$ cat config.mk
export PLATFORM = sky130hd
export DESIGN_NAME = timer_pulse_generator_output
export DESIGN_NICKNAME = d
export VERILOG_FILES = /design/src/rtl/timer_pulse_generator_output.v
export VERILOG_INCLUDE_DIRS = /design/src /design/src/pkg
export SDC_FILE = /design/constraint.sdc
export NUM_CORES = 1
export LEC_CHECK = 0
export BUFFER_PORTS_ARGS = -buffer_cell sky130_fd_sc_hd__buf_2
export CORE_ASPECT_RATIO = 1.4
export CORE_MARGIN = 2
export CORE_UTILIZATION = 50
export DETAILED_ROUTE_END_ITERATION = 6
export PLACE_DENSITY = 0.72
export SKIP_LAST_GASP = 1
export SYNTH_ARGS = -nofsm -noshare
export SYNTH_HDL_FRONTEND = slang
export SYNTH_SLANG_ARGS = --single-unit
$ cat constraint.sdc
create_clock -name aclk -period 3 [get_ports aclk]
set_clock_uncertainty 0.15 [all_clocks]
set_input_delay 0.9 -clock aclk [delete_from_list [all_inputs] [get_ports aclk]]
set_output_delay 0.9 -clock aclk [all_outputs]
set_load 0.01 [all_outputs]
$ cat src/pkg/pulse_gen_defs.vh
`ifndef PULSE_GEN_DEFS_VH
`define PULSE_GEN_DEFS_VH

// Register byte offsets
`define OFS_TIMER_CONTROL 4'h0
`define OFS_PERIOD_COMPARE 4'h4
`define OFS_TOGGLE_COMPARE 4'h8
`define OFS_COUNT 4'hc
`define OFS_STATUS 5'h10
`define OFS_MASK 5'h14

// timer_control fields
`define START_SELECT_LSB 0
`define START_SELECT_MSB 1
`define REPEAT_SELECT_BIT 2
`define OUTPUT_FLOP_BIT 3
`define MODE_SELECT_BIT 4
`define CLK_DIV_LSB 8
`define CLK_DIV_MSB 15

// start_select codes
`define START_STOP 2'h0
`define START_COMMAND 2'h1
`define START_RISING 2'h2
`define START_FALLING 2'h3

// mode_select codes
`define MODE_TIMER 1'h0
`define MODE_PULSE 1'h1

// status / mask bits
`define STATUS_MATCH_BIT 0
`define STATUS_PIN_BIT 1
`define STATUS_RUN_BIT 2

// Reset values
`define TIMER_CONTROL_RESET 32'h0000_0000
`define COMPARE_RESET 16'hffff
`define MASK_RESET 1'h0

// AXI responses
`define RESP_OKAY 2'h0
`define RESP_SLVERR 2'h2

`endif

$ cat src/rtl/timer_pulse_generator_output.v
`include "pulse_gen_defs.vh"

// Function
// - The counter starts on the chosen edge of the timer input pin or on a command start.
// - A repeat select of 0 gives continuous pulses and 1 gives a single shot.
// - On a toggle compare match the output inverts and an interrupt is raised, counting on.
// - On a period match in continuous use the output inverts, interrupt rises, counter clears.
// - Writing stop to the start select halts the counter and the pin keeps its level.
// - In one shot a period match inverts the output, interrupts, clears start select, stops.
// - The pin is the inverse of the output flip flop, so control bit 0 gives high, 1 low.
// - Reset clears the output flip flop so the pin starts high.
// - Going from timer mode to pulse mode with the flop bit reloads the flip flop.
// - Once stopped inverted from its start level, a flop bit write loads its inverse.
module timer_pulse_generator_output (
  // Clock and reset
  input wire aclk,
  input wire aresetn,
  // AXI4-Lite write address
  input wire [4:0] s_axi_awaddr,
  input wire [2:0] s_axi_awprot,
  input wire s_axi_awvalid,
  output reg s_axi_awready,
  // AXI4-Lite write data
  input wire [31:0] s_axi_wdata,
  input wire [3:0] s_axi_wstrb,
  input wire s_axi_wvalid,
  output reg s_axi_wready,
  // AXI4-Lite write response
  output reg [1:0] s_axi_bresp,
  output reg s_axi_bvalid,
  input wire s_axi_bready,
  // AXI4-Lite read address
  input wire [4:0] s_axi_araddr,
  input wire [2:0] s_axi_arprot,
  input wire s_axi_arvalid,
  output reg s_axi_arready,
  // AXI4-Lite read data
  output reg [31:0] s_axi_rdata,
  output reg [1:0] s_axi_rresp,
  output reg s_axi_rvalid,
  input wire s_axi_rready,
  // Timer pins
  input wire timer_input_pin,
  output reg pulse_output_pin,
  // Events
  output reg match_interrupt,
  output reg irq
);

  // Write channel holding
  reg aw_held_reg;
  reg w_held_reg;
  reg [4:0] waddr_reg;
  reg [31:0] wdata_reg;
  reg [3:0] wstrb_reg;

  // Programmable state
  reg [1:0] start_select_reg;
  reg pulse_repeat_select_reg;
  reg output_flop_control_reg;
  reg mode_select_reg;
  reg [7:0] clk_div_reg;
  reg [15:0] period_compare_reg;
  reg [15:0] toggle_compare_reg;
  reg mask_reg;
  reg status_match_reg;

  // Timer state
  reg output_flip_flop_reg;
  reg start_flop_reg;
  reg running_reg;
  reg [15:0] count_reg;
  reg [7:0] prescale_reg;
  reg tin_prev_reg;

  // Next values
  reg [1:0] start_select_next;
  reg pulse_repeat_select_next;
  reg output_flop_control_next;
  reg mode_select_next;
  reg [7:0] clk_div_next;
  reg output_flip_flop_next;
  reg start_flop_next;
  reg running_next;
  reg [15:0] count_next;
  reg match_next;
  reg status_match_next;

  wire do_write;
  wire [31:0] byte_mask;
  wire [31:0] ctrl_cur;
  wire [31:0] ctrl_wr;
  wire [31:0] period_wr;
  wire [31:0] toggle_wr;
  wire ctrl_we;
  wire period_we;
  wire toggle_we;
  wire status_we;
  wire mask_we;
  wire wr_mapped;
  wire rd_mapped;
  wire src_tick;
  wire tin_rise;
  wire tin_fall;
  reg [31:0] rd_value;

  // Write happens once address and data are both held
  assign do_write = aw_held_reg && w_held_reg && !s_axi_bvalid;
  assign byte_mask = {{8{wstrb_reg[3]}}, {8{wstrb_reg[2]}},
                      {8{wstrb_reg[1]}}, {8{wstrb_reg[0]}}};
  assign ctrl_cur = {16'h0000, clk_div_reg, 3'h0, mode_select_reg,
                     output_flop_control_reg, pulse_repeat_select_reg, start_select_reg};
  assign ctrl_wr = (wdata_reg & byte_mask) | (ctrl_cur & ~byte_mask);
  assign period_wr = (wdata_reg & byte_mask) | ({16'h0000, period_compare_reg} & ~byte_mask);
  assign toggle_wr = (wdata_reg & byte_mask) | ({16'h0000, toggle_compare_reg} & ~byte_mask);
  assign ctrl_we = do_write && (waddr_reg == {1'b0, `OFS_TIMER_CONTROL});
  assign period_we = do_write && (waddr_reg == {1'b0, `OFS_PERIOD_COMPARE});
  // Toggle compare only writable in pulse mode
  assign toggle_we = do_write && (waddr_reg == {1'b0, `OFS_TOGGLE_COMPARE}) &&
                     (mode_select_reg == `MODE_PULSE);
  assign status_we = do_write && (waddr_reg == `OFS_STATUS) && wstrb_reg[0];
  assign mask_we = do_write && (waddr_reg == `OFS_MASK) && wstrb_reg[0];
  assign wr_mapped = (waddr_reg[1:0] == 2'h0) && (waddr_reg <= `OFS_MASK) &&
                     (waddr_reg != {1'b0, `OFS_COUNT});
  assign rd_mapped = (s_axi_araddr[1:0] == 2'h0) && (s_axi_araddr <= `OFS_MASK);

  // Source clock tick from the divider, only while running
  assign src_tick = running_reg && (prescale_reg == clk_div_reg);
  // Start edges on the timer input pin
  assign tin_rise = timer_input_pin && !tin_prev_reg;
  assign tin_fall = !timer_input_pin && tin_prev_reg;

  // Timer next-state logic
  always @* begin
    start_select_next = start_select_reg;
    pulse_repeat_select_next = pulse_repeat_select_reg;
    output_flop_control_next = output_flop_control_reg;
    mode_select_next = mode_select_reg;
    clk_div_next = clk_div_reg;
    output_flip_flop_next = output_flip_flop_reg;
    start_flop_next = start_flop_reg;
    running_next = running_reg;
    count_next = count_reg;
    match_next = 1'b0;
    if (running_reg) begin
      if (src_tick) begin
        if (count_reg == period_compare_reg) begin
          output_flip_flop_next = ~output_flip_flop_reg;
          match_next = 1'b1;
          count_next = 16'h0000;
          if (pulse_repeat_select_reg) begin
            start_select_next = `START_STOP;
            running_next = 1'b0;
          end
        end else begin
          if (count_reg == toggle_compare_reg) begin
            output_flip_flop_next = ~output_flip_flop_reg;
            match_next = 1'b1;
          end
          count_next = count_reg + 16'h0001;
        end
      end
    end else if (mode_select_reg == `MODE_PULSE) begin
      // Start by command or by the chosen pin edge
      if ((start_select_reg == `START_COMMAND) ||
          ((start_select_reg == `START_RISING) && tin_rise) ||
          ((start_select_reg == `START_FALLING) && tin_fall)) begin
        running_next = 1'b1;
        count_next = 16'h0000;
        start_flop_next = output_flip_flop_reg;
      end
    end
    // Software write of the control register wins over the auto stop
    if (ctrl_we) begin
      start_select_next = ctrl_wr[`START_SELECT_MSB:`START_SELECT_LSB];
      pulse_repeat_select_next = ctrl_wr[`REPEAT_SELECT_BIT];
      output_flop_control_next = ctrl_wr[`OUTPUT_FLOP_BIT];
      mode_select_next = ctrl_wr[`MODE_SELECT_BIT];
      clk_div_next = ctrl_wr[`CLK_DIV_MSB:`CLK_DIV_LSB];
      if ((ctrl_wr[`START_SELECT_MSB:`START_SELECT_LSB] == `START_STOP) ||
          (ctrl_wr[`MODE_SELECT_BIT] != `MODE_PULSE)) begin
        running_next = 1'b0;
        count_next = 16'h0000;
      end
      // Flop reload only while stopped
      if (!running_reg && (ctrl_wr[`MODE_SELECT_BIT] == `MODE_PULSE)) begin
        if (mode_select_reg != `MODE_PULSE) begin
          output_flip_flop_next = ctrl_wr[`OUTPUT_FLOP_BIT];
          start_flop_next = ctrl_wr[`OUTPUT_FLOP_BIT];
        end else if (output_flip_flop_reg != start_flop_reg) begin
          output_flip_flop_next = ~ctrl_wr[`OUTPUT_FLOP_BIT];
        end else begin
          output_flip_flop_next = ctrl_wr[`OUTPUT_FLOP_BIT];
        end
      end
    end
  end

  // Sticky match flag, set wins over clear
  always @* begin
    status_match_next = status_match_reg;
    if (status_we && s_axi_wdata[`STATUS_MATCH_BIT] == 1'b0) begin
      status_match_next = status_match_reg;
    end
    if (status_we && wdata_reg[`STATUS_MATCH_BIT]) begin
      status_match_next = 1'b0;
    end
    if (match_next) begin
      status_match_next = 1'b1;
    end
  end

  // Timer and register state
  always @(posedge aclk) begin
    if (!aresetn) begin
      start_select_reg <= `START_STOP;
      pulse_repeat_select_reg <= 1'b0;
      output_flop_control_reg <= 1'b0;
      mode_select_reg <= `MODE_TIMER;
      clk_div_reg <= 8'h00;
      period_compare_reg <= `COMPARE_RESET;
      toggle_compare_reg <= `COMPARE_RESET;
      mask_reg <= `MASK_RESET;
      status_match_reg <= 1'b0;
      output_flip_flop_reg <= 1'b0;
      start_flop_reg <= 1'b0;
      running_reg <= 1'b0;
      count_reg <= 16'h0000;
      prescale_reg <= 8'h00;
      tin_prev_reg <= 1'b0;
      pulse_output_pin <= 1'b1;
      match_interrupt <= 1'b0;
      irq <= 1'b0;
    end else begin
      start_select_reg <= start_select_next;
      pulse_repeat_select_reg <= pulse_repeat_select_next;
      output_flop_control_reg <= output_flop_control_next;
      mode_select_reg <= mode_select_next;
      clk_div_reg <= clk_div_next;
      if (period_we) begin
        period_compare_reg <= period_wr[15:0];
      end
      if (toggle_we) begin
        toggle_compare_reg <= toggle_wr[15:0];
      end
      if (mask_we) begin
        mask_reg <= wdata_reg[`STATUS_MATCH_BIT];
      end
      status_match_reg <= status_match_next;
      output_flip_flop_reg <= output_flip_flop_next;
      start_flop_reg <= start_flop_next;
      running_reg <= running_next;
      count_reg <= count_next;
      // Prescaler restarts with each tick or while idle
      if (!running_reg || src_tick) begin
        prescale_reg <= 8'h00;
      end else begin
        prescale_reg <= prescale_reg + 8'h01;
      end
      tin_prev_reg <= timer_input_pin;
      pulse_output_pin <= ~output_flip_flop_next;
      match_interrupt <= match_next;
      irq <= status_match_next && (mask_we ? wdata_reg[`STATUS_MATCH_BIT] : mask_reg);
    end
  end

  // Write address and data capture, then response
  always @(posedge aclk) begin
    if (!aresetn) begin
      aw_held_reg <= 1'b0;
      w_held_reg <= 1'b0;
      waddr_reg <= 5'h00;
      wdata_reg <= 32'h0000_0000;
      wstrb_reg <= 4'h0;
      s_axi_awready <= 1'b0;
      s_axi_wready <= 1'b0;
      s_axi_bvalid <= 1'b0;
      s_axi_bresp <= `RESP_OKAY;
    end else begin
      s_axi_awready <= !aw_held_reg && !(s_axi_awvalid && s_axi_awready) && !s_axi_bvalid;
      s_axi_wready <= !w_held_reg && !(s_axi_wvalid && s_axi_wready) && !s_axi_bvalid;
      if (s_axi_awvalid && s_axi_awready) begin
        aw_held_reg <= 1'b1;
        waddr_reg <= s_axi_awaddr;
      end
      if (s_axi_wvalid && s_axi_wready) begin
        w_held_reg <= 1'b1;
        wdata_reg <= s_axi_wdata;
        wstrb_reg <= s_axi_wstrb;
      end
      if (do_write) begin
        aw_held_reg <= 1'b0;
        w_held_reg <= 1'b0;
        s_axi_bvalid <= 1'b1;
        s_axi_bresp <= wr_mapped ? `RESP_OKAY : `RESP_SLVERR;
      end else if (s_axi_bvalid && s_axi_bready) begin
        s_axi_bvalid <= 1'b0;
      end
    end
  end

  // Read data selection
  always @* begin
    rd_value = 32'h0000_0000;
    case (s_axi_araddr)
      {1'b0, `OFS_TIMER_CONTROL}: rd_value = ctrl_cur;
      {1'b0, `OFS_PERIOD_COMPARE}: rd_value = {16'h0000, period_compare_reg};
      {1'b0, `OFS_TOGGLE_COMPARE}: rd_value = {16'h0000, toggle_compare_reg};
      {1'b0, `OFS_COUNT}: rd_value = {16'h0000, count_reg};
      `OFS_STATUS: rd_value = {29'h0000_0000, running_reg, pulse_output_pin, status_match_reg};
      `OFS_MASK: rd_value = {31'h0000_0000, mask_reg};
      default: rd_value = 32'h0000_0000;
    endcase
  end

  // Read channel, one answer at a time
  always @(posedge aclk) begin
    if (!aresetn) begin
      s_axi_arready <= 1'b0;
      s_axi_rvalid <= 1'b0;
      s_axi_rdata <= 32'h0000_0000;
      s_axi_rresp <= `RESP_OKAY;
    end else begin
      s_axi_arready <= !s_axi_rvalid && !(s_axi_arvalid && s_axi_arready);
      if (s_axi_arvalid && s_axi_arready) begin
        s_axi_rvalid <= 1'b1;
        s_axi_rdata <= rd_value;
        s_axi_rresp <= rd_mapped ? `RESP_OKAY : `RESP_SLVERR;
      end else if (s_axi_rvalid && s_axi_rready) begin
        s_axi_rvalid <= 1'b0;
      end
    end
  end

endmodule

==> summary.txt, run 1 <==
Yosys
  • Register area share after synthesis: a little over two fifths
  • Main synth FF type: dfxtp_1
  • Top-count cell post-synth: nand2_1
  • Yosys warnings: 0
  • Post-synth top cells: nand2_1, dfxtp_1, a21oi_1, xor2_1
  • Post-synthesis register bit count: 126
  • Synth top area share: between 40% and 50%
  • Mapped Cells: between 600 and 700
  • Yosys top cell by area: dfxtp_1
  • Avg Inst Size Synth: ~8.5 µm²
  • Synth Cell Area: 5960 µm²
  • Unique masters post-synth: 61
  • Top cells by area, synth: dfxtp_1, nand2_1, xor2_1
  • Ys async rst share: 0%
  • EDFF count, synth: 0

Die
  • Core Region: ~12000 µm²
  • Die area: approximately 13000 µm²
  • I/O pins: around 100
  • Horiz. Die Dim: approximately 96 µm
  • DIE HEIGHT: 133 µm
  • Initial Util: around half
  • Core Rows: 47

Timing
  • Slew Viols, Final: 0
  • Setup ws final: 0.317 ns
  • Final Hold Viols: 0
  • Final count of negative-setup-slack endpoints: 0
  • Max frequency: 373 MHz
  • Final period util: roughly nine tenths
  • Worst hold slack: 0.294 ns
  • Crit path time final: approximately 2.7 ns
  • Setup TNS Final: 0 ns
  • RSZ-0062 raised after global routing: false
  • Worst slew pin tran: 0.669 ns
  • Max-slew headroom: between 50% and 60%

Power and ir drop
  • Pleak: 2.68 nW
  • Total internal power: slightly above 3 mW
  • Share of power burned in registers: between 40 and 50%
  • VDD IR max: about 570 µV
  • Clock share of power: about 51%
  • Combinational power share: under 10%
  • PwrDens: 570 nW/µm²
  • Sw Pwr: 867 µW
  • Sw Ratio: between 20 and 25%

CTS
  • Clock Path Buffers: 2
  • H-tree depth: 4
  • Clk_lat worst skew: 0.42 ns
  • Root buf cell: clkbuf_16
  • Clock sinks: 126
  • Post-CTS setup buffers: 0
  • Post-CTS resize count: 0
  • Reg clk slew, reported paths: ~0.060 ns
  • CTS tree: built
  • Total CTS buffers: 17
  • Cts hold-fix bufs: 0

Finish
  • Fraction of layout cells with a size suffix above 1: between 15 and 20%
  • Nets: approximately 810
  • N_diodes: 0
  • Area Growth Syn to Fin: 14.4%
  • Final Non-Filler Cells: between 900 and 1k
  • Final instance area: between 6000 and 7000 µm²

Setup path
  • Critical Path Start: waddr_reg[0]
  • CP arrival: roughly 2.9 ns
  • CP startpoint kind: flip-flop
  • Setup crit end kind: flip-flop
  • Largest fanout on the critical path: 9
  • Crit path required time: between 3 and 4 ns
  • Worst r2r src: waddr_reg[0]
  • Worst path slowest cell: or4_1
  • CP cell instances: or4_1 -> or3_1 -> o21ai_4 -> or2_1 -> o221ai_1 -> a21o_1
  • Critical path class: flip-flop to flip-flop
  • CP peak stage delay: around 0.54 ns

Routing
  • Iteration-0 DRC count of the detailed router: about 460
  • Via count: approximately 5.3k
  • WL final: approximately 15000 µm
  • Drc violations: 0
  • Post-route ant nets: 0
  • Vias per inst: slightly below 6
  • Drt first pass iters: 5
  • Avg WL per Cell: 16.8 µm

Run status
  • Status: complete, no violations

Place
  • # port buffers: 61
  • Dpl cells: ~880
  • Area after DPL: ~6200 µm²
  • Pre-CTS WS: roughly 0.38 ns
  • Post-DP HPWL: 11200 µm
  • Gpl congestion: between 0.9 and 1

Min path
  • Worst hold path class: flip-flop to flip-flop
  • Hold_sp: s_axi_rvalid

Job
  • Maxcap violations: 0

Global route
  • First-pass GRT wire length: approximately 24000 µm
  • Antenna violations before repair: 0
  • All-Layer GR Usage: 24.6%
  • Vias in the first global route: ~5k
  • Total grt overflow: 0
  • Largest net degree at the start of global routing: 45
## per-layer routing
layer / global-route usage (%) / vias up / routed length [µm]
met5: 0 / - / 0
met2: 41.5 / 224 / 7720
li1: - / 2519 / -
met3: 4.24 / 42 / 854
met4: 11.0 / 0 / 442
met1: 29.9 / 2510 / 6180
## critical path, delay by kind of cell, from the launching register on
kind            cells  cell delay, ns
flops               1            0.33
compound gates      3            0.73
simple gates        3            1.37
## power by group through the flow
stage,clock network (mW),registers [mW],logic (mW)
floorplan,0,1.76,0.121
finish,1.99,1.73,0.160
global placement,0,1.76,0.156
CTS,2.01,1.73,0.160
global route,2.09,1.73,0.180
detailed placement,0,1.76,0.159
## path summary, 6_finish.rpt
kind	end	slack, ns	cells after the start
worst min-delay path	s_axi_arready	0.29	1
worst max-delay path	count_reg[13]	0.32	6
worst max register to register	count_reg[13]	0.32	6
worst min register to register	s_axi_arready	0.29	1
## through the flow
stage,utilization [%],power (mW)
6_report,58.2,3.88
5_1_grt,58.2,4.00
4_1_cts,58.2,3.90
3_5_place_dp,53.3,1.92
3_3_place_gp,53.3,1.92
2_1_floorplan,-,1.88
## cell type report
cell class / count / area, µm²
inverters: 6 / 22.5
multi-input cells: 517 / 3070
flip-flops and latches: 126 / 2520
clock buffers: 21 / 460
well taps: 147 / 184
clock inverters: 10 / 115
repair buffers: 79 / 440
fillers: 1038 / 4890
## cell families after synthesis
| logic type | after synthesis | share of synthesized area, % |
|---|---|---|
| XOR/XNOR | 49 | 7.20 |
| other | 1 | 0.0629 |
| buffers and inverters | 71 | 7.18 |
| AO/OA/AOI/OAI | 139 | 15.8 |
| adder cells (fa/ha/maj) | 2 | 0.420 |
| multiplexers | 30 | 5.04 |
| AND/OR/NAND/NOR | 279 | 21.9 |
| flip-flops | 126 | 42.3 |
## layout by cell type, fill, tap and decap left out, types with 13 or more instances in the layout
cell,n
buf_4,18
nor4_1,14
buf_2,61
clkbuf_16,17
nor3_1,15
conb_1,18
dfxtp_1,126
mux2i_1,30
nand2_1,128
xor2_1,39
a21oi_1,52
nand3_1,36
a22o_1,13
o21ai_0,15
nor2_1,36
(Power assumes the default switching activity.)
==> inputs of run 2 (changes only) <==
Settings changed: RECOVER_POWER from default to 100.
==> summary.txt, run 2 (synthesis results as in run 1) <==
Setup path
  • CP cell instances: or4_1 -> or3_1 -> o211ai_1 -> a21o_4 -> a41oi_1 -> a211o_1
  • CP arrival: 2.87 ns
  • Crit path required time: approximately 3.2 ns
  • CP peak stage delay: 0.54 ns
  • CP startpoint kind: flip-flop
  • Worst r2r src: waddr_reg[0]
  • Setup crit end kind: flip-flop
  • Buf/Inv on CP: 0
  • Crit path max-delay family: compound AO/OA/AOI/OAI gates
  • Worst path slowest cell: or4_1
  • Critical path class: flip-flop to flip-flop
  • Critical Path Start: waddr_reg[0]
  • Largest fanout on the critical path: 14

Finish
  • N_diodes: 0
  • Fraction of layout cells with a size suffix above 1: approximately 11%
  • Most frequent cells in the layout: nand2_1, dfxtp_1, a21oi_1
  • Area Growth Syn to Fin: 13.6%
  • Most common cell after layout, fill and taps aside: nand2_1
  • Nets: 809
  • Fill cells: between 1k and 1.5k

Run status
  • Status: complete, no violations

Routing
  • Drt first pass iters: 7
  • Drc violations: 0
  • Post-route ant nets: 0
  • Avg WL per Cell: roughly 17 µm
  • Iteration-0 DRC count of the detailed router: a little over 500
  • Vias per inst: slightly below 6
  • Via count: approximately 5.2k
  • WL final: 15200 µm

Place
  • Gpl congestion: slightly above 0.9
  • # port buffers: ~60
  • Post-DP HPWL: between 10000 and 15000 µm

CTS
  • Reg clk slew, reported paths: about 0.060 ns
  • Clock Path Buffers: 2
  • Cts hold-fix bufs: 0
  • Post-CTS resize count: 0
  • CTS tree: built
  • Root buf cell: clkbuf_16
  • Clk_lat worst skew: roughly 0.41 ns
  • Clock sinks: about 130
  • Total CTS buffers: 17
  • H-tree depth: 4
  • Post-CTS setup buffers: 0

Global route
  • All-Layer GR Usage: roughly 25%
  • Vias in the first global route: 4997
  • Largest net degree at the start of global routing: 45
  • First-pass GRT wire length: ~24000 µm
  • Total grt overflow: 0
  • Antenna violations before repair: 0

Die
  • DIE HEIGHT: approximately 130 µm
  • Initial Util: between 50 and 60%
  • Die area: around 13000 µm²
  • I/O pins: around 100
  • Horiz. Die Dim: 96.3 µm
  • Core Rows: 47
  • Core Region: approximately 12000 µm²

Timing
  • Final Hold Viols: 0
  • Slew Viols, Final: 0
  • Setup TNS Final: 0 ns
  • Final period util: 90.7%
  • Final count of negative-setup-slack endpoints: 0
  • Max frequency: about 370 MHz
  • Worst hold slack: about 0.3 ns
  • Worst slew pin tran: roughly 0.87 ns
  • RSZ-0062 raised after global routing: false
  • Crit path time final: ~2.7 ns
  • Max-slew headroom: roughly 42%

Power and ir drop
  • VDD IR max: about 560 µV
  • PwrDens: 573 nW/µm²
  • Pleak: about 2.6 nW
  • Power Total: roughly 3.9 mW

Min path
  • Hold_sp: s_axi_rvalid
  • Worst hold path class: flip-flop to flip-flop

Job
  • Maxcap violations: 0
-- run 2: changes by cell type in the layout (fill, tap and decap cells not counted), moves of 3 or more --
| cell | previous run | this run |
|---|---|---|
| buf_2 | 61 | 33 |
| clkbuf_1 | 2 | 30 |
| o21ai_1 | 3 | 0 |
| o21ai_0 | 15 | 18 |
-- run 2: worst register-to-register path, cell delays in order (launching register included) --
cell      delay (ns)
dfxtp_1         0.33
or4_1           0.54
or3_1           0.47
o211ai_1        0.49
a21o_4          0.24
a41oi_1         0.07
a211o_1         0.31
-- run 2: area by class of cell --
class	count	area, µm²	area share (%)
multi-input combinational	517	3060	45.2
inverter	6	22.5	0.333
timing repair buffer	79	403	5.95
clock inverter	10	115	1.70
clock buffer	21	460	6.80
tap	147	184	2.72
sequential	126	2520	37.3
-- run 2: routing by layer --
metal,vias up,part of all wire [%],global-route usage [%]
li1,2524,-,-
met1,2482,41,29.9
met2,187,51,41.5
met3,40,5.2,4.24
met4,0,3.1,11.0
met5,-,0,0
-- run 2: worst paths after layout --
check	to	slack, ns	depth (start not counted)
hold / removal	s_axi_arready	0.29	1
hold reg to reg	s_axi_arready	0.29	1
setup / recovery	count_reg[15]	0.28	6
setup reg to reg	count_reg[15]	0.28	6
-- run 2: through the flow --
step	std cells	worst slack, ns	instance area, µm²	util (%)
after floorplan	714	0.597	6020	-
after global placement	875	0.395	6240	53.3
after detailed placement	875	0.375	6240	53.3
after CTS	906	0.364	6820	58.2
after global routing	906	0.190	6770	57.8
final	906	0.279	6770	57.8
-- run 2: report_power, final --
group | total [mW] | internal (mW) | leakage, nW | switching (mW)
logic | 0.157 | 0.0563 | 1.26 | 0.101
clock network | 1.99 | 1.26 | 0.275 | 0.734
registers | 1.73 | 1.70 | 1.02 | 0.0299
